**src/rtl/timer16_pkg.sv**
```systemverilog
// Operation
// - compare lowered below count: counter runs on, overflows, restarts.
// - capture skipped when its register is read; capture flag still set.
// - trigger_input_a valid edge comes from ext_int_mode_reg bits 3:2.
// - edge selection writes are accepted while the timer runs.
// - external trigger ignored while a one-shot pulse is running.
// - external trigger stays armed with software one-shot trigger.
// - overflow_flag set when timer_count goes from FFFFH to 0000H.
// - clearing overflow_flag before count reaches 0001H has no effect.
// - reading timer_count never captures into compare_capture_b.
// - input pins ignored while the timer is stopped.
// - both edges on trigger_input_a disable its capture into register a.
// - rewriting compare near or below count may miss that match.
// - compare-mode register ignores capture triggers.
// - pin high after reset gives one edge at first enable only.
// - one-shot clears, starts, output on at first, off at second match.
// - trigger edges selectable: rising, falling or both.
// - writing one to output_control_reg bit 6 is the software trigger.
// - mode field zero stops; any nonzero pattern starts counting.
package timer16_pkg;
  // ---------------------------------------------------------------
  // register offsets
  // ---------------------------------------------------------------
  localparam logic [7:0] ADDR_COUNT  = 8'h00;
  localparam logic [7:0] ADDR_CCA    = 8'h04;
  localparam logic [7:0] ADDR_CCB    = 8'h08;
  localparam logic [7:0] ADDR_MODE   = 8'h0C;
  localparam logic [7:0] ADDR_CAPCTL = 8'h10;
  localparam logic [7:0] ADDR_OUTCTL = 8'h14;
  localparam logic [7:0] ADDR_EXTINT = 8'h18;
  localparam logic [7:0] ADDR_SCS    = 8'h1C;
  localparam logic [7:0] ADDR_STATUS = 8'h20;
  // ---------------------------------------------------------------
  // field positions
  // ---------------------------------------------------------------
  localparam int MODE_OVF_BIT   = 0;
  localparam int MODE_LSB       = 1;
  localparam int CAP_A_EN_BIT   = 0;
  localparam int CAP_B_EN_BIT   = 1;
  localparam int CAP_A_SRC_BIT  = 2;
  localparam int OUT_EN_BIT     = 0;
  localparam int OUT_OS_BIT     = 4;
  localparam int OUT_SWTRIG_BIT = 6;
  localparam int EDGE_A_LSB     = 2;
  localparam int EDGE_B_LSB     = 4;
  localparam int STAT_CAPF_BIT  = 0;
  // ---------------------------------------------------------------
  // encodings and reset values
  // ---------------------------------------------------------------
  localparam logic [2:0] MODE_STOP      = 3'h0;
  localparam logic [2:0] MODE_CLR_EDGE  = 3'h1;
  localparam logic [2:0] MODE_CLR_MATCH = 3'h2;
  localparam logic [1:0] EDGE_FALL      = 2'h0;
  localparam logic [1:0] EDGE_RISE      = 2'h1;
  localparam logic [1:0] EDGE_BOTH      = 2'h3;
  localparam logic [2:0] SCS_PIN_A      = 3'h7;
  localparam logic [15:0] CNT_MAX       = 16'hFFFF;
  localparam logic [15:0] CC_RESET      = 16'h0000;
  typedef enum logic [2:0] {
    OS_IDLE = 3'b001,
    OS_ON   = 3'b010,
    OS_OFF  = 3'b100
  } os_state_t;
endpackage : timer16_pkg

```
**src/rtl/timer16_event_counter_core.sv**
```systemverilog
// The Wishbone register port and the address map were decided locally.
`timescale 1ns/1ns
`default_nettype none
module timer16_event_counter_core (
  // clock and reset
  input  wire logic        clk_i,
  input  wire logic        rst_i,
  // wishbone slave
  input  wire logic        wb_cyc_i,
  input  wire logic        wb_stb_i,
  input  wire logic        wb_we_i,
  input  wire logic [7:0]  wb_adr_i,
  input  wire logic [3:0]  wb_sel_i,
  input  wire logic [31:0] wb_dat_i,
  output logic      [31:0] wb_dat_o,
  output logic             wb_ack_o,
  // timer pins
  input  wire logic        trigger_input_a_i,
  input  wire logic        trigger_input_b_i,
  output logic             timer_output_pin_o
);
  // ---------------------------------------------------------------
  // helpers
  // ---------------------------------------------------------------
  function automatic logic edge_hit(input logic [1:0] es,
                                    input logic prev,
                                    input logic cur);
    logic rise;
    logic fall;
    rise = cur & ~prev;
    fall = prev & ~cur;
    case (es)
      timer16_pkg::EDGE_FALL: edge_hit = fall;
      timer16_pkg::EDGE_RISE: edge_hit = rise;
      timer16_pkg::EDGE_BOTH: edge_hit = rise | fall;
      default:                edge_hit = 1'b0;
    endcase
  endfunction : edge_hit

  function automatic logic [15:0] merge16(input logic [15:0] old,
                                          input logic [31:0] wd,
                                          input logic [3:0] sel);
    merge16 = {sel[1] ? wd[15:8] : old[15:8],
               sel[0] ? wd[7:0] : old[7:0]};
  endfunction : merge16

  // ---------------------------------------------------------------
  // state
  // ---------------------------------------------------------------
  logic [15:0] cnt_q, cnt_d;
  logic [15:0] cca_q, cca_d;
  logic [15:0] ccb_q, ccb_d;
  logic [2:0]  mode_q;
  logic [2:0]  capctl_q;
  logic [7:0]  outctl_q;
  logic [7:0]  extint_q;
  logic [2:0]  scs_q;
  logic [7:0]  presc_q;
  logic        ovf_q, ovf_d;
  logic        ovf_hold_q;
  logic        capf_q, capf_d;
  logic        prev_a_q, prev_b_q;
  logic        has_run_q;
  logic        out_q, out_d;
  timer16_pkg::os_state_t os_q, os_d;
  logic        ack_q;
  logic [31:0] rdat_q, rdat_d;

  // ---------------------------------------------------------------
  // bus decode
  // ---------------------------------------------------------------
  wire req      = wb_cyc_i & wb_stb_i;
  wire wr_commit = req & wb_we_i & ack_q;
  wire rd_setup = req & ~wb_we_i & ~ack_q;
  wire wr_cca   = wr_commit & (wb_adr_i == timer16_pkg::ADDR_CCA);
  wire wr_ccb   = wr_commit & (wb_adr_i == timer16_pkg::ADDR_CCB);
  wire wr_mode  = wr_commit & (wb_adr_i == timer16_pkg::ADDR_MODE);
  wire wr_cap   = wr_commit & (wb_adr_i == timer16_pkg::ADDR_CAPCTL);
  wire wr_out   = wr_commit & (wb_adr_i == timer16_pkg::ADDR_OUTCTL);
  wire wr_ext   = wr_commit & (wb_adr_i == timer16_pkg::ADDR_EXTINT);
  wire wr_scs   = wr_commit & (wb_adr_i == timer16_pkg::ADDR_SCS);
  wire wr_stat  = wr_commit & (wb_adr_i == timer16_pkg::ADDR_STATUS);
  wire rd_cca   = rd_setup & (wb_adr_i == timer16_pkg::ADDR_CCA);
  wire rd_ccb   = rd_setup & (wb_adr_i == timer16_pkg::ADDR_CCB);

  // ---------------------------------------------------------------
  // input edges and count clock
  // ---------------------------------------------------------------
  wire running = (mode_q != timer16_pkg::MODE_STOP);
  wire [1:0] es_a = extint_q[timer16_pkg::EDGE_A_LSB +: 2];
  wire [1:0] es_b = extint_q[timer16_pkg::EDGE_B_LSB +: 2];
  // pins count only while running
  wire edge_a = running & edge_hit(es_a, prev_a_q, trigger_input_a_i);
  wire edge_b = running & edge_hit(es_b, prev_b_q, trigger_input_b_i);
  // edge history frozen until first run, tracks pins afterwards
  wire track = running | has_run_q;
  wire [7:0] presc_mask = 8'((9'h001 << scs_q) - 9'h001);
  wire presc_hit = ((presc_q & presc_mask) == presc_mask);
  wire tick = running & ((scs_q == timer16_pkg::SCS_PIN_A) ? edge_a
                                                           : presc_hit);

  // ---------------------------------------------------------------
  // counter control
  // ---------------------------------------------------------------
  wire os_mode  = outctl_q[timer16_pkg::OUT_OS_BIT];
  wire sw_trig  = wr_out & wb_sel_i[0]
                & wb_dat_i[timer16_pkg::OUT_SWTRIG_BIT];
  // ext trigger armed even with sw trigger in use ignored mid-pulse
  wire ext_trig = edge_a & (os_q == timer16_pkg::OS_IDLE);
  wire os_start = running & os_mode & (sw_trig | ext_trig);
  wire clr_edge = (mode_q == timer16_pkg::MODE_CLR_EDGE) & edge_a;
  wire match_a  = tick & (cnt_q == cca_q);
  wire match_b  = tick & (cnt_q == ccb_q);
  // compare below count is simply passed by; counter wraps
  wire clr_match = (mode_q == timer16_pkg::MODE_CLR_MATCH) & match_a;
  wire restart  = os_start | clr_edge;
  wire ovf_evt  = tick & (cnt_q == timer16_pkg::CNT_MAX) & ~restart;

  always_comb begin
    if (!running) begin
      cnt_d = 16'h0000;
    end else if (restart || clr_match) begin
      cnt_d = 16'h0000;
    end else if (tick) begin
      cnt_d = cnt_q + 16'h0001;
    end else begin
      cnt_d = cnt_q;
    end
  end

  // clear attempt during the 0000H count is overridden
  wire ovf_clr = wr_mode & wb_sel_i[0]
               & ~wb_dat_i[timer16_pkg::MODE_OVF_BIT];
  assign ovf_d = ovf_evt | ovf_hold_q | (ovf_q & ~ovf_clr);

  // ---------------------------------------------------------------
  // capture
  // ---------------------------------------------------------------
  wire cap_a_en  = capctl_q[timer16_pkg::CAP_A_EN_BIT];
  wire cap_b_en  = capctl_q[timer16_pkg::CAP_B_EN_BIT];
  wire cap_a_pin = capctl_q[timer16_pkg::CAP_A_SRC_BIT];
  // pin a on both edges never captures into register a
  wire trig_cap_a = cap_a_pin ? (edge_a & (es_a != timer16_pkg::EDGE_BOTH))
                              : edge_b;
  wire trig_cap_b = edge_a;
  // compare-mode registers ignore triggers
  wire cap_a_evt = cap_a_en & trig_cap_a;
  wire cap_b_evt = cap_b_en & trig_cap_b;
  // a register being read keeps its value counter reads do nothing
  // to register b
  wire do_cap_a = cap_a_evt & ~rd_cca;
  wire do_cap_b = cap_b_evt & ~rd_ccb;

  always_comb begin
    if (do_cap_a) begin
      cca_d = cnt_q;
    end else if (wr_cca) begin
      cca_d = merge16(cca_q, wb_dat_i, wb_sel_i);
    end else begin
      cca_d = cca_q;
    end
    if (do_cap_b) begin
      ccb_d = cnt_q;
    end else if (wr_ccb) begin
      ccb_d = merge16(ccb_q, wb_dat_i, wb_sel_i);
    end else begin
      ccb_d = ccb_q;
    end
  end

  // flag set on edge even when capture skipped; set wins over clear
  wire capf_clr = wr_stat & wb_sel_i[0]
                & wb_dat_i[timer16_pkg::STAT_CAPF_BIT];
  assign capf_d = cap_a_evt | cap_b_evt | (capf_q & ~capf_clr);

  // ---------------------------------------------------------------
  // one-shot and output
  // ---------------------------------------------------------------
  wire out_en  = outctl_q[timer16_pkg::OUT_EN_BIT];
  wire b_first = (ccb_q <= cca_q);
  wire hit_1st = b_first ? match_b : match_a;
  wire hit_2nd = b_first ? match_a : match_b;

  always_comb begin
    os_d  = os_q;
    out_d = out_q;
    case (os_q)
      timer16_pkg::OS_IDLE: begin
        if (os_start) begin
          os_d  = timer16_pkg::OS_ON;
          out_d = 1'b0;
        end else if (!os_mode && match_a) begin
          out_d = ~out_q;
        end
      end
      timer16_pkg::OS_ON: begin
        if (hit_1st) begin
          os_d  = timer16_pkg::OS_OFF;
          out_d = 1'b1;
        end
      end
      timer16_pkg::OS_OFF: begin
        // counter keeps running after the pulse
        if (hit_2nd) begin
          os_d  = timer16_pkg::OS_IDLE;
          out_d = 1'b0;
        end
      end
      default: begin
        os_d  = timer16_pkg::OS_IDLE;
        out_d = 1'b0;
      end
    endcase
    if (!running || !out_en) begin
      os_d  = timer16_pkg::OS_IDLE;
      out_d = 1'b0;
    end
  end

  // ---------------------------------------------------------------
  // read mux
  // ---------------------------------------------------------------
  always_comb begin
    case (wb_adr_i)
      timer16_pkg::ADDR_COUNT:  rdat_d = {16'h0000, cnt_q};
      timer16_pkg::ADDR_CCA:    rdat_d = {16'h0000, cca_q};
      timer16_pkg::ADDR_CCB:    rdat_d = {16'h0000, ccb_q};
      timer16_pkg::ADDR_MODE:   rdat_d = {28'h0000000, mode_q, ovf_q};
      timer16_pkg::ADDR_CAPCTL: rdat_d = {29'h00000000, capctl_q};
      timer16_pkg::ADDR_OUTCTL: rdat_d = {24'h000000, 1'b0,
                                          outctl_q[6:0] & 7'h3F};
      timer16_pkg::ADDR_EXTINT: rdat_d = {24'h000000, extint_q};
      timer16_pkg::ADDR_SCS:    rdat_d = {29'h00000000, scs_q};
      timer16_pkg::ADDR_STATUS: rdat_d = {28'h0000000, out_q,
                                          os_q != timer16_pkg::OS_IDLE,
                                          running, capf_q};
      default:                  rdat_d = 32'h00000000;
    endcase
  end

  // ---------------------------------------------------------------
  // registers
  // ---------------------------------------------------------------
  always_ff @(posedge clk_i) begin
    if (rst_i) begin
      mode_q   <= timer16_pkg::MODE_STOP;
      capctl_q <= 3'h0;
      outctl_q <= 8'h00;
      extint_q <= 8'h00;
      scs_q    <= 3'h0;
    end else begin
      if (wr_mode && wb_sel_i[0]) begin
        mode_q <= wb_dat_i[timer16_pkg::MODE_LSB +: 3];
      end
      if (wr_cap && wb_sel_i[0]) begin
        capctl_q <= wb_dat_i[2:0];
      end
      if (wr_out && wb_sel_i[0]) begin
        outctl_q <= {1'b0, wb_dat_i[6:0] & 7'h3F};
      end
      // accepted at any time, running or not
      if (wr_ext && wb_sel_i[0]) begin
        extint_q <= wb_dat_i[7:0];
      end
      if (wr_scs && wb_sel_i[0]) begin
        scs_q <= wb_dat_i[2:0];
      end
    end
  end

  always_ff @(posedge clk_i) begin
    if (rst_i) begin
      cnt_q      <= 16'h0000;
      cca_q      <= timer16_pkg::CC_RESET;
      ccb_q      <= timer16_pkg::CC_RESET;
      presc_q    <= 8'h00;
      ovf_q      <= 1'b0;
      ovf_hold_q <= 1'b0;
      capf_q     <= 1'b0;
      os_q       <= timer16_pkg::OS_IDLE;
      out_q      <= 1'b0;
    end else begin
      cnt_q      <= cnt_d;
      cca_q      <= cca_d;
      ccb_q      <= ccb_d;
      presc_q    <= running ? presc_q + 8'h01 : 8'h00;
      ovf_q      <= ovf_d;
      ovf_hold_q <= ovf_evt | (ovf_hold_q & running & ~tick);
      capf_q     <= capf_d;
      os_q       <= os_d;
      out_q      <= out_d;
    end
  end

  always_ff @(posedge clk_i) begin
    if (rst_i) begin
      prev_a_q  <= 1'b0;
      prev_b_q  <= 1'b0;
      has_run_q <= 1'b0;
      ack_q     <= 1'b0;
      rdat_q    <= 32'h00000000;
    end else begin
      if (track) begin
        prev_a_q <= trigger_input_a_i;
        prev_b_q <= trigger_input_b_i;
      end
      has_run_q <= has_run_q | running;
      ack_q     <= req & ~ack_q;
      rdat_q    <= rdat_d;
    end
  end

  assign wb_ack_o           = ack_q;
  assign wb_dat_o           = rdat_q;
  assign timer_output_pin_o = out_q;
endmodule : timer16_event_counter_core
`default_nettype wire

```
**config.mk**
```make
export PLATFORM = sky130hd
export DESIGN_NAME = timer16_event_counter_core
export DESIGN_NICKNAME = d
export VERILOG_FILES = /design/src/rtl/timer16_pkg.sv /design/src/rtl/timer16_event_counter_core.sv
export SDC_FILE = /design/constraint.sdc
export NUM_CORES = 1
export LEC_CHECK = 0
export ABC_AREA = 1
export BUFFER_PORTS_ARGS = -buffer_cell sky130_fd_sc_hd__buf_2
export CORE_ASPECT_RATIO = 0.9
export CORE_MARGIN = 3
export CORE_UTILIZATION = 55
export CTS_BUF_LIST = sky130_fd_sc_hd__clkbuf_4 sky130_fd_sc_hd__clkbuf_8
export CTS_CLUSTER_DIAMETER = 150
export DETAILED_ROUTE_END_ITERATION = 7
export PLACE_DENSITY = 0.77
export RECOVER_POWER = 100
export SYNTH_ARGS = -nofsm -noshare
export SYNTH_HDL_FRONTEND = slang
export SYNTH_SLANG_ARGS = --single-unit
export TNS_END_PERCENT = 1
```
**constraint.sdc**
```tcl
create_clock -name clk_i -period 5.9 [get_ports clk_i]
set_input_delay 0.295 -clock clk_i [delete_from_list [all_inputs] [get_ports clk_i]]
set_output_delay 0.295 -clock clk_i [all_outputs]
set_load 0.005 [all_outputs]
```
# [After elaboration in Yosys (flattened, before gate mapping)]
# Index checks and enable logic that the tools add are counted.
[totals] register_bits=122 latchBits=0 mem_bits_rw=0 mem_bits_ro=0 output_inout_bits=34 word_cells=179 mem_count=0
[op_classes] n_addsub=3 multipliers=0 n_div=0 order_cmp=1 eq_ne=28 n_shift=1 mux=22 bitwise=73 n_reduce_logical=30
[ops] operator="case mux 16 bit (9 select lines)" n=1
[ops] operator="2-to-1 mux 16 bit" n=4
[ops] operator="AND 1 bit" n=47
[ops] operator="equality test 16 bit" n=2
[ops] operator="equality test 8 x 5 -> 1 bit, second input constant" n=4
[ops] operator="adder 16 x 1 -> 16 bit, second input constant" n=1
[ops] operator="equality test 16 bit, second input constant" n=1
[ops] operator="equality test 8 x 4 -> 1 bit, second input constant" n=2
[ops] operator="<= comparator 16 bit" n=1
[ops] operator="2-to-1 mux 8 bit" n=2
[ops] operator="inverter 1 bit" n=15
[ops] operator="nonzero test 2 bit" n=6
[ops] operator="bitwise OR 1 bit" n=10
[ops] operator="2-to-1 mux 3 bit" n=3
[ops] operator="case mux 1 bit (3 select lines)" n=3
[ops] operator="case mux 3 bit (3 select lines)" n=1
[ops] operator="adder 8 x 1 -> 8 bit, second input constant" n=1
[ops] operator="AND 8 bit" n=1
[ops] operator="equality test 8 x 3 -> 1 bit, second input constant" n=1
[ops] operator="equality test 8 x 6 -> 1 bit, second input constant" n=1
[ops] operator="equality test 8 bit" n=1
[ops] operator="logical NOT 8 bit" n=1
[ops] operator="2-to-1 mux 1 bit" n=8
[ops] operator="!= test 2 bit, second input constant" n=4
[ops] operator="other kinds (18)" n=37

# [Logic depth before layout (Yosys ltp)]
# Gate-level depths: netlist of the first run.
[depth] word_depth=13 ltp_mapped=18

# [Worst setup path after synthesis of the first run]
# No wires, ideal clock.
[synth_timing] path_kind="flip-flop to flip-flop" startpoint="register cca_q[15]" endpoint="register out_q (netlist: timer_output_pin_o)" setup_ps=110 arrival_ps=1758 t_required_ps=5790 setup_slack_ps=4032 path_stages_with_launch=14 n_path_buf=0 cell_sequence="dfxtp_1 -> inv_1 -> ha_1 -> nand2_1 -> nor2_1 -> nand4_1 -> or2_2 -> a21boi_0 -> nand2_1 -> nand3_2 -> nand3_1 -> nand2_1 -> inv_1 -> nor2_1"
[synth_between] elab_chain_cells=5
[synth_rtl] element="start: declaration" line_no="timer16_event_counter_core.sv:51" rtl="logic [15:0] cca_q, cca_d;"
[synth_rtl] element="start signal: assignment" line_no="timer16_event_counter_core.sv:274" rtl="cca_q <= timer16_pkg::CC_RESET;"
[synth_rtl] element="parallel branches: the longest is 4 deep, another holds <= comparator 16 bit"
[synth_rtl] element="AND reduction 3 bit (no source line) (*)"
[synth_rtl] element="end signal: assignment" line_no="timer16_event_counter_core.sv:291" rtl="out_q <= out_d;"
[synth_rtl] element="end: declaration" line_no="timer16_event_counter_core.sv:64" rtl="logic out_q, out_d;"
# Mark *: on every way between the ends.
# A chain may end at the register's enable or synchronous reset.

# [Final worst setup path of the first run]
[layout_timing] startpoint="input port wb_adr_i[3]" endpoint="register rdat_q[3] (netlist: wb_dat_o[3])"
[layout_between] elab_chain_cells=2
[layout_rtl] element="start: declaration" line_no="timer16_event_counter_core.sv:12" rtl="input wire logic [7:0] wb_adr_i,"
[layout_rtl] element="equality test 8 x 6 -> 1 bit, or another cell as far along" line_no="timer16_event_counter_core.sv:224" rtl="case (wb_adr_i)"
[layout_rtl] element="case mux 16 bit (9 select lines) (*)" line_no="timer16_event_counter_core.sv:224"
[layout_rtl] element="end signal: assignment" line_no="timer16_event_counter_core.sv:309" rtl="rdat_q <= rdat_d;"
[layout_rtl] element="end: declaration" line_no="timer16_event_counter_core.sv:67" rtl="logic [31:0] rdat_q, rdat_d;"
# Every way passes the cells marked *; elsewhere a longest branch is shown, timed or not.

==> flow_summary.rst, run 1 <==
.. list-table::
   :header-rows: 1

   * - Metric
     - Value
   * - Synthesized instance count
     - approximately 900
   * - Worst vdd ir
     - roughly 0.12 mV
   * - Most numerous cell in the Yosys netlist
     - nand2_1
   * - Ratio of final minimum period to clock period
     - 0.6289
   * - Worst hold-check path type
     - primary input to register
   * - Detailed Routing Iterations Pass 1
     - 5
   * - Pins over their slew limit
     - 82
   * - Yosys reg bits
     - 104
   * - H-Tree Depth
     - 3
   * - Growth of design area from synthesis to finish
     - 4.073%
   * - Post-detailed-placement half-perimeter wirelength
     - 11.51 mm
   * - Layout cells sized above 1
     - 0.1087
   * - Net switching fraction of the power
     - 0.2182
   * - LEAKAGE
     - between 2 and 3 nW
   * - Endpoints failing hold
     - 0
   * - Effective utilization at floorplan
     - 0.5735
   * - CTS clock-pin slew for the worst setup and hold paths
     - 80 ps
   * - Number of antenna violations at the first check in global routing
     - 0
   * - Cell type contributing the most total cell area after synthesis
     - dfxtp_1
   * - Port Buf Inserts
     - 50
   * - Proportion of power drawn by flip-flops and latches
     - 0.542
   * - Clock tree from TritonCTS
     - built
   * - Summed instance area of the synthesized netlist
     - 6329 um2
   * - # nets final
     - 997
   * - Setup repair after global routing missed its margin
     - false
   * - Post-synthesis cell type count
     - 50
   * - Number of clock buffers inserted by TritonCTS
     - 9
   * - Total design power
     - 1.295 mW
   * - Post-layout instance count excluding filler cells
     - between 1000 and 1500
   * - CP Max Fanout
     - 16
   * - Post-synthesis average cell area
     - 7.001 um2
   * - Met1 layer usage reported by global route
     - 0.3569
   * - Placeable core region
     - roughly 11000 um2
   * - Clock share of power
     - 0.425
   * - Setup fix buffers added after clock tree synthesis
     - 0
   * - Failing checks
     - max-capacitance violations, max-slew violations
   * - Max frequency
     - 0.2695 GHz
   * - Post-Place Cells
     - 1065
   * - Leading cell types by count after synthesis
     - 199 x nand2_1, 104 x dfxtp_1, 100 x inv_1
   * - Crit end category
     - register
   * - Status
     - finished, violations left
   * - Worst slew margin
     - -0.7691
   * - Rows
     - 36
   * - Routed WL
     - 16.09 mm
   * - Comb pwr share
     - 0.033
   * - Fin Clk Skew
     - 15.53 ps
   * - Final sum of negative setup slack
     - 0 ps
   * - Share of async-settable or async-resettable flops after synthesis
     - 0
   * - Worst endpoint data arrival time
     - 3820 ps
   * - Hold Slack
     - around 170 ps
   * - Worst Setup Start Kind
     - primary input
   * - Total overflow reported by the global router
     - 0
   * - Met2 track utilization from global routing
     - 0.3897
   * - Total routing resource utilization after global routing
     - 0.2524
   * - Pin count of the biggest net entering global routing
     - 57
   * - Synth Flop Type
     - dfxtp_1
   * - GR met3 Demand/Resource
     - 0.05465
   * - Data required, critical path
     - 6010 ps
   * - Internal
     - about 1 mW
   * - Cells taking the most area after synthesis
     - dfxtp_1 33%, nand2_1 12%, inv_1 5.9%
   * - Number of diodes added for antenna fixing
     - 0
   * - Max_cap viols
     - 3
   * - Kind of critical path
     - primary input to register
   * - Number of global-route vias before repair
     - 5165
   * - Later-pin clock latency in the skew report
     - 380 ps
   * - Total DRC errors in the routed layout
     - 0
   * - Top-Level Pins
     - 85
   * - WL/cell
     - 14.89 um
   * - Horizontal die dimension
     - between 100 and 150 um
   * - ANT nets after route
     - 0
   * - Vias per Instance
     - between 5 and 6
   * - EDFF count, synth
     - 0
   * - Final weighted congestion in routability-driven placement
     - 0.9615
   * - CTS Root Buffer Type
     - clkbuf_8
   * - Setup-violating endpoint count in the final report
     - 0
   * - Sequential cell area fraction in the yosys report
     - 0.3290
   * - TritonCTS sink count
     - 104
   * - Reported net switching power
     - 0.2826 mW
   * - Clock period minus final worst setup slack
     - between 3000 and 4000 ps
   * - Power per Cell Area
     - just under 200 nW/um2
   * - Share of the synthesized area in the top cell type
     - 0.3290
   * - First DRT Iteration DRCs
     - between 600 and 700
   * - Number of hold buffers added after CTS
     - 0
   * - Layer with the highest usage
     - met2
   * - Transition time of the tightest slew-check pin
     - 2648 ps
   * - Wire length of the first global-routing pass
     - 26.03 mm
   * - Die ar.
     - 12830 um2
   * - Vertical die dimension
     - approximately 110 um
   * - Via count
     - 5799
   * - Bufs on Longest Clock Path
     - 2
   * - YS warnings
     - 0
   * - Total of cells resized after clock tree synthesis
     - 0
power groups by stage:
stage	registers [mW]	logic, mW	clock network, mW
2_1_floorplan	0.718	0.0290	0
3_3_place_gp	0.718	0.0426	0
3_5_place_dp	0.718	0.0429	0
4_1_cts	0.702	0.0431	0.561
5_1_grt	0.702	0.0469	0.582
6_report	0.702	0.0427	0.551
critical path: stages:
cell	delay, ps
clkbuf_1	140
inv_1	90
nand3_1	160
inv_1	70
nand2_1	250
inv_1	410
nor2_1	220
nand3_2	70
o21ai_0	1950
a21oi_1	170
routing by layer:
metal / share of wire / up-vias
met1: 0.48 / 2630
met2: 0.43 / 216
met4: 0.011 / 0
met3: 0.084 / 15
met5: 0 / -
li1: - / 2938
kinds of logic (layout without fill, tap and decap cells):
group,after synthesis,in the layout,share of synthesized area
buffers and inverters,166,176,0.1240
xor gates and xnor gates,31,31,0.04290
DFF,104,104,0.3290
AOI/OAI and AO/OA,189,189,0.1768
other,1,16,0.0005926
adders and majority gates,22,22,0.04349
and+or+nand+nor,391,391,0.2833
metrics by stage:
stage	worst slack (ps)	utilization	cell area, um2
3_3_place_gp	3347	0.5854	6460
6_report	2190	0.5968	6586
2_1_floorplan	4032	-	6385
3_5_place_dp	3283	0.5854	6460
5_1_grt	2004	0.5968	6586
4_1_cts	3397	0.6079	6709
layout make-up:
class                           instances  area (um2)
Inverter                              109       409.1
Fill cell                            1085        4449
Sequential cell                       104        2082
Multi-Input combinational cell        649        3406
Tap cell                              152       190.2
Clock inverter                          5       103.9
Clock buffer                           11       145.1
Timing Repair Buffer                   51       250.2
worst paths after layout:
check / cells past startpoint / end / start / slack [ps]
setup / recovery: 10 / wb_dat_o[3] / wb_adr_i[3] / 2190
hold / removal: 3 / wb_ack_o / wb_stb_i / 170
setup reg to reg: 5 / cca_q[6] / wb_ack_o / 2560
hold reg to reg: 1 / wb_ack_o / wb_ack_o / 460
placed cells by master, fill, tap and decap left out, drive strengths merged, types with 3 or more instances in the layout:
master and count:
clkbuf 17, ha 22, xor2 30, a221oi 6, a31oi 12, o22ai 3
a21oi 70, nand2 207, nor2 112, nor3 16, a211oi 4, nand4 12
buf 45, inv 109, bufinv 3, or2 4, dfxtp 104, nand3 35
o21ai 69, conb 16, o211ai 15
flip-flops by register name, indices dropped and copies added, names as in the netlist, 6 cells and up:
signal    flops
cca_q        16
ccb_q        16
cnt_q        16
extint_q      8
outctl_q      6
presc_q       6
wb_dat_o     16
Power figures use the tool's default switching activity.
==> inputs of run 2 (changes only) <==
- CORE_UTILIZATION: 55 -> 54
- PLACE_DENSITY: 0.77 -> 0.78
- clock period: 5.9 -> 3.3 ns (I/O delays scaled with it)
==> run 2 against run 1 <==
Net effect:
- flip-flop and latch count stayed put
- worst hold slack worse by 160 ps
- die area grew 1.7%
- the flow now finishes without violations
- design area down 0.21%
- combinational power rose by 80%
- utilization decreased by 0.61 points
- clock skew fell by 9.0 ps
==> flow_summary.rst, run 2 (synthesis results as in run 1) <==
.. list-table::
   :header-rows: 1

   * - Metric
     - Value
   * - Status
     - completed
   * - Pin count of the biggest net entering global routing
     - 56 (-1.8%)
   * - Effective utilization at floorplan
     - 0.5688 (-0.004643)
   * - Max frequency
     - 0.3787 GHz
   * - Worst Min Path Start
     - wb_stb_i
   * - Later-pin clock latency in the skew report
     - 400 ps (+20 ps)
   * - Endpoints failing hold
     - 0 (unchanged)
   * - CP Max Fanout
     - 15 (-1)
   * - Bufs on Longest Clock Path
     - 2 (unchanged)
   * - Rows
     - 36 (unchanged)
   * - Detailed Routing Iterations Pass 1
     - 8 (+3)
   * - Routed WL
     - 16.25 mm (+0.97%)
   * - Clock tree from TritonCTS
     - built
   * - Commonest cells after routing, fill and taps aside
     - 200 x nand2_1, 104 x dfxtp_1, 102 x inv_1, 99 x nor2_1, 63 x a21oi_1
   * - Number of diodes added for antenna fixing
     - 0 (unchanged)
   * - Most common library cell in the layout ignoring fill and taps
     - nand2_1
   * - Crit end category
     - register
   * - Power per Cell Area
     - 318.7 nW/um2 (+62%)
   * - Total overflow reported by the global router
     - 0 (unchanged)
   * - Final sum of negative setup slack
     - 0 ps (unchanged)
   * - Horizontal die dimension
     - 120.1 um (+0.87%)
   * - Top-Level Pins
     - 85 (unchanged)
   * - Worst Setup Start Kind
     - primary input
   * - Vertical die dimension
     - 108.7 um (+0.87%)
   * - Max_cap viols
     - 0 (-3)
   * - Kind of critical path
     - primary input to register
   * - Number of antenna violations at the first check in global routing
     - 0 (unchanged)
   * - Launching instance or port of the critical path
     - wb_adr_i[3]
   * - Internal
     - 1.580 mW (+56%)
   * - Post-detailed-placement half-perimeter wirelength
     - 11.70 mm (+1.6%)
   * - CTS clock-pin slew for the worst setup and hold paths
     - 100 ps (+20 ps)
   * - Worst vdd ir
     - 0.2034 mV (+68%)
   * - Growth of design area from synthesis to finish
     - 3.855%
   * - Final weighted congestion in routability-driven placement
     - 0.9536 (-0.82%)
   * - Delay of the slowest cell on the worst path
     - 1030 ps (-920 ps)
   * - Number of global-route vias before repair
     - 5186 (+0.41%)
   * - H-Tree Depth
     - 3 (unchanged)
   * - Footprint of the multi-input gates
     - 3452 um2 (+1.4%)
   * - Final core utilization
     - 0.5908 (-0.006069)
   * - First DRT Iteration DRCs
     - 607 (-5.9%)
   * - Number of hold buffers added after CTS
     - 0 (unchanged)
   * - Total routing resource utilization after global routing
     - 0.2488 (-0.003609)
   * - Setup repair after global routing missed its margin
     - false
   * - Comb pwr share
     - 0.037 (+0.004)
   * - Worst slew margin
     - 0.02527 (+0.7943)
   * - Via count
     - 5934 (+2.3%)
   * - Proportion of power drawn by flip-flops and latches
     - 0.599 (+0.057)
   * - # nets final
     - 999 (+0.20%)
   * - Data required, critical path
     - 3580 ps (-2430 ps)
   * - Startpoint of the worst-slack reg-to-reg timing path
     - prev_a_q
   * - Die ar.
     - 13060 um2 (+1.7%)
   * - Total of fill cells in the finished design
     - 1096 (+1.0%)
   * - Net switching fraction of the power
     - 0.2459 (+0.02771)
   * - Number of clock buffers inserted by TritonCTS
     - 9 (unchanged)
   * - Slowest cell on the critical path
     - o21ai_0
   * - Total of cells resized after clock tree synthesis
     - 0 (unchanged)
   * - Placeable core region
     - 11130 um2 (+0.82%)
   * - CTS Root Buffer Type
     - clkbuf_8
   * - Clock share of power
     - 0.364 (-0.061)
   * - Total DRC errors in the routed layout
     - 0 (unchanged)
   * - WL/cell
     - 15.00 um (+0.78%)
   * - Fin Clk Skew
     - 6.481 ps (-9.050 ps)
   * - Vias per Instance
     - 5.479 (+2.1%)
   * - Worst endpoint data arrival time
     - 2920 ps (-900 ps)
   * - TritonCTS sink count
     - 104 (unchanged)
   * - Critical Path, Cell by Cell
     - clkbuf_1, inv_1, nand3_1, inv_1, nand2_4, inv_1, nor2_1, nand3_2, o21ai_0, buf_4, a21oi_1
   * - Transition time of the tightest slew-check pin
     - 1461 ps (-1187 ps)
   * - Layout cells sized above 1
     - 0.1139 (+0.005137)
   * - Worst hold-check path type
     - primary input to register
   * - LEAKAGE
     - 2.900 nW (-0.60%)
   * - Reg area
     - 2082 um2 (unchanged)
   * - Setup-violating endpoint count in the final report
     - 0 (unchanged)
   * - Wire length of the first global-routing pass
     - 25.94 mm (-0.34%)
   * - Most Frequent Cell on Critical Path
     - inv_1
   * - Ratio of final minimum period to clock period
     - 0.8001
   * - Pins over their slew limit
     - 0 (-100%)
   * - ANT nets after route
     - 0 (unchanged)
   * - Port Buf Inserts
     - 50 (unchanged)
   * - Reported net switching power
     - 0.5150 mW (+82%)
   * - Setup fix buffers added after clock tree synthesis
     - 0 (unchanged)
   * - Clock period minus final worst setup slack
     - 2640 ps
==> run 2: final cells by class <==
| type | count | share of cell area |
|---|---|---|
| Multi-Input combinational cell | 649 | 0.5252 |
| Sequential cell | 104 | 0.3168 |
| Inverter | 109 | 0.06225 |
| Timing Repair Buffer | 53 | 0.03979 |
| Tap cell | 152 | 0.02894 |
| Clock buffer | 11 | 0.02208 |
| Clock inverter | 5 | 0.004950 |
==> run 2: layer usage <==
layer / up-vias / track usage / routed length (um)
li1: 2955 / - / -
met1: 2698 / 0.3540 / 7579
met2: 257 / 0.3767 / 6801
met3: 24 / 0.05913 / 1572
met4: 0 / 0.07195 / 296
met5: - / 0 / 0
==> run 2: power by group through the flow <==
stage	clock network [mW]	registers [mW]	logic (mW)
detailed placement	0	1.28	0.0768
finish	0.763	1.25	0.0768
global route	0.814	1.26	0.0847
CTS	0.764	1.25	0.0770
floorplan	0	1.28	0.0518
global placement	0	1.28	0.0760
==> run 2: worst paths after layout <==
path / slack (ps) / cells after the start / end
min: 10 / 3 / wb_ack_o
max reg2reg: 710 / 9 / ccb_q[6]
min reg2reg: 470 / 1 / wb_ack_o
max: 660 / 11 / wb_dat_o[3]
==> run 2: critical path, delay by kind of cell <==
kind	cells	cell delay, ps
AND/OR/NAND/NOR	4	600
AO/OA/AOI/OAI	2	1100
buffers and inverters	5	1050
==> run 2: stage by stage <==
stage          power (mW)  instances  area (um2)  setup slack, ps  hold slack (ps)
6_report            2.095       1083        6573            659.7            12.17
4_1_cts             2.096       1083        6653             1039            7.798
5_1_grt             2.154       1083        6573            529.8            30.29
2_1_floorplan       1.336        919        6385             1432            298.4
3_5_place_dp        1.361       1067        6475             1039            430.2
3_3_place_gp        1.360       1067        6475             1063            426.7
==> inputs of run 3 (changes only) <==
- clock period: 3.3 -> 2.1 ns (I/O delays scaled with it)
==> run 3 against run 2 <==
Net effect:
- first-iteration DRC count down 6.6%
- design area is 7.7% higher
- routed wire length increased by 6.5%
- clock skew rose by 8.3 ps
- register-to-register slack lost 670 ps
- worst setup slack worse by 620 ps
- sequential share of layout area decreased by 2.1 points
- critical path depth is 2 higher
- die area stayed put
- worst hold slack better by 4.4 ps
==> flow_summary.rst, run 3 (synthesis results as in run 1) <==
.. list-table::
   :header-rows: 1

   * - Metric
     - Value
   * - Status
     - completed
   * - Worst vdd ir
     - 0.3221 mV (+58%)
   * - Ratio of final minimum period to clock period
     - 0.9833
   * - Power per Cell Area
     - 511.9 nW/um2 (+61%)
   * - Max frequency
     - ~0.48 GHz
   * - LEAKAGE
     - 3.120 nW (+7.6%)
   * - Terminus of the critical flop-to-flop path
     - timer_output_pin_o
   * - Routed WL
     - 17.30 mm (+6.5%)
   * - Bufs on Longest Clock Path
     - 2 (unchanged)
   * - Startpoint of the worst-slack reg-to-reg timing path
     - cca_q[12]
   * - Final core utilization
     - 0.6365 (+0.04577)
   * - Critical Path, Cell by Cell
     - inv_1, ha_1, nand2_1, nor2_2, nand4_1, or2_2, a21boi_1, nand2_1, nand3_4, nand3_2, nand2_1, inv_1, nor2_1
   * - TritonCTS sink count
     - 104 (unchanged)
   * - Kind of critical path
     - register to register
   * - Data required, critical path
     - 2380 ps (-1200 ps)
   * - Clock tree from TritonCTS
     - built
   * - Horizontal die dimension
     - 120.1 um (unchanged)
   * - Die ar.
     - 13060 um2 (unchanged)
   * - Max_cap viols
     - 0 (unchanged)
   * - WL/cell
     - 15.38 um (+2.5%)
   * - Final weighted congestion in routability-driven placement
     - 1.003 (+5.2%)
   * - Endpoints failing hold
     - 0 (unchanged)
   * - ANT nets after route
     - 0 (unchanged)
   * - CTS clock-pin slew for the worst setup and hold paths
     - 100 ps (about the same)
   * - Launching instance or port of the critical path
     - cca_q[12]
   * - Number of antenna violations at the first check in global routing
     - 0 (unchanged)
   * - Growth of design area from synthesis to finish
     - 11.90%
   * - Most Frequent Cell on Critical Path
     - nand2_1
   * - Reg2Reg Depth
     - 13 (+4)
   * - Top-Level Pins
     - 85 (unchanged)
   * - Later-pin clock latency in the skew report
     - 380 ps (-20 ps)
   * - Footprint of the multi-input gates
     - 3585 um2 (+3.8%)
   * - Worst Setup Start Kind
     - register
   * - Detailed Routing Iterations Pass 1
     - 8 (unchanged)
   * - Total routing resource utilization after global routing
     - 0.2539 (+0.005107)
   * - Vertical die dimension
     - 108.7 um (unchanged)
   * - Number of clock buffers inserted by TritonCTS
     - 9 (unchanged)
   * - Final sum of negative setup slack
     - 0 ps (unchanged)
   * - Clock period minus final worst setup slack
     - 2065 ps
   * - CTS Root Buffer Type
     - clkbuf_8
   * - Pin count of the biggest net entering global routing
     - 33 (-41%)
   * - Setup-violating endpoint count in the final report
     - 0 (unchanged)
   * - Detailed-routed wire length on met3
     - 1.649 mm (+4.9%)
   * - Comb pwr share
     - 0.036 (about the same)
   * - Vias per Instance
     - 5.362 (-2.1%)
   * - First DRT Iteration DRCs
     - 567 (-6.6%)
   * - Port Buf Inserts
     - 50 (unchanged)
   * - Fin Clk Skew
     - 14.75 ps (+8.267 ps)
   * - Reg area
     - 2093 um2 (+0.54%)
   * - Via count
     - 6032 (+1.7%)
   * - Worst hold-check path type
     - primary input to register
   * - Clock share of power
     - 0.420 (+0.056)
   * - Post-detailed-placement half-perimeter wirelength
     - 12.27 mm (+4.9%)
   * - # nets final
     - 1041 (+4.2%)
   * - Total DRC errors in the routed layout
     - 0 (unchanged)
   * - Rows
     - 36 (unchanged)
   * - Commonest cells after routing, fill and taps aside
     - 197 x nand2_1, 100 x inv_1, 95 x dfxtp_1, 93 x nor2_1, 61 x a21oi_1
   * - Layout cells sized above 1
     - 0.1757 (+0.06189)
   * - CP Capture Point
     - timer_output_pin_o
   * - Wl on met1
     - 7.848 mm (+3.5%)
   * - Proportion of power drawn by flip-flops and latches
     - 0.544 (-0.055)
   * - Reported net switching power
     - 0.8167 mW (+59%)
   * - Delay of the slowest cell on the worst path
     - 370 ps (-660 ps)
   * - Transition time of the tightest slew-check pin
     - 970.7 ps (-490.4 ps)
   * - Number of diodes added for antenna fixing
     - 0 (unchanged)
   * - CP Max Fanout
     - 6 (-9)
   * - Setup slack, reg-to-reg
     - 40 ps (-670 ps)
   * - Slowest cell on the critical path
     - dfxtp_2
   * - Number of global-route vias before repair
     - 5245 (+1.1%)
   * - Setup repair after global routing missed its margin
     - true
   * - Most common library cell in the layout ignoring fill and taps
     - nand2_1
   * - Wire length of the first global-routing pass
     - 26.45 mm (+2.0%)
   * - Pins over their slew limit
     - 0 (unchanged)
   * - H-Tree Depth
     - 3 (unchanged)
   * - Total of fill cells in the finished design
     - 1020 (-6.9%)
   * - Uppermost routed layer
     - met4
   * - Internal
     - 2.808 mW (+78%)
   * - Routed length on met2
     - 7.522 mm (+11%)
   * - Worst slew margin
     - 0.3528 (+0.3275)
   * - Net switching fraction of the power
     - 0.2253 (-0.02058)
   * - Crit end category
     - register
   * - Total overflow reported by the global router
     - 0 (unchanged)
   * - Placeable core region
     - 11130 um2 (unchanged)
   * - Worst endpoint data arrival time
     - 2340 ps (-580 ps)
   * - Effective utilization at floorplan
     - 0.5688 (unchanged)
[run 3: cell types whose count changed in the layout (fill, tap and decap cells not counted), sizes merged, moves of 3 or more]
cell	before	now
buf	44	74
dlygate4sd3	0	5
clkinv	5	1
bufinv	0	3
[run 3: power groups by stage]
stage	clock network (mW)	registers [mW]	logic, mW
floorplan	0	2.02	0.0814
global placement	0	2.02	0.121
detailed placement	0	2.02	0.122
CTS	1.54	1.97	0.129
global route	1.61	1.97	0.144
finish	1.52	1.97	0.132
[run 3: worst min path at each step]
stage | from | slack (ps) | endpoint | cells after the start
5_1_grt | wb_dat_i[5] | 40 | extint_q[5] | 3
3_5_place_dp | wb_stb_i | 370 | wb_ack_o | 3
3_3_place_gp | wb_stb_i | 370 | wb_ack_o | 3
2_1_floorplan | wb_stb_i | 240 | wb_ack_o | 2
6_report | wb_dat_i[5] | 20 | extint_q[5] | 3
4_1_cts | wb_dat_i[5] | 20 | extint_q[5] | 3
[run 3: worst max-delay path, delay by kind of cell, from the launching register on]
family / cells / cell delay, ps
AOI/OAI and AO/OA: 1 / 150
adders and majority gates: 1 / 270
buffers and inverters: 2 / 100
DFF: 1 / 370
and+or+nand+nor: 9 / 1080
[run 3: repair_timing]
action                                  4_1_cts  5_1_grt
buffers inserted                              0        4
gates resized for setup                       3       21
hold endpoints to repair                      4        0
endpoints found under the setup margin        2       38
pin swaps                                     1        8
hold buffers                                  5        0
gates cloned                                  0        3
[run 3: metal layers]
layer  up-vias  GRT usage
met5         -          0
met4         0    0.06296
met3        27    0.06172
met2       269     0.3943
met1      2695     0.3566
li1       3041          -
[run 3: layout make-up]
cell class,instances,area share
inverters,109,0.05777
multi-input cells,652,0.5062
clock inverters,7,0.01678
repair buffers,92,0.07933
well taps,152,0.02686
clock buffers,9,0.01749
flip-flops and latches,104,0.2956
[run 3: stage by stage]
stage / hold slack, ps / instances / instance area (um2) / setup slack [ps] / power, mW
after CTS: 16.97 / 1118 / 7010 / 0.4268 / 3.640
after floorplan: 238.4 / 919 / 6385 / 232.0 / 2.099
final: 16.58 / 1125 / 7082 / 35.07 / 3.625
after global routing: 44.97 / 1125 / 7082 / -70.24 / 3.724
after detailed placement: 366.7 / 1097 / 6713 / -26.26 / 2.140
after global placement: 367.7 / 1097 / 6713 / 41.19 / 2.139
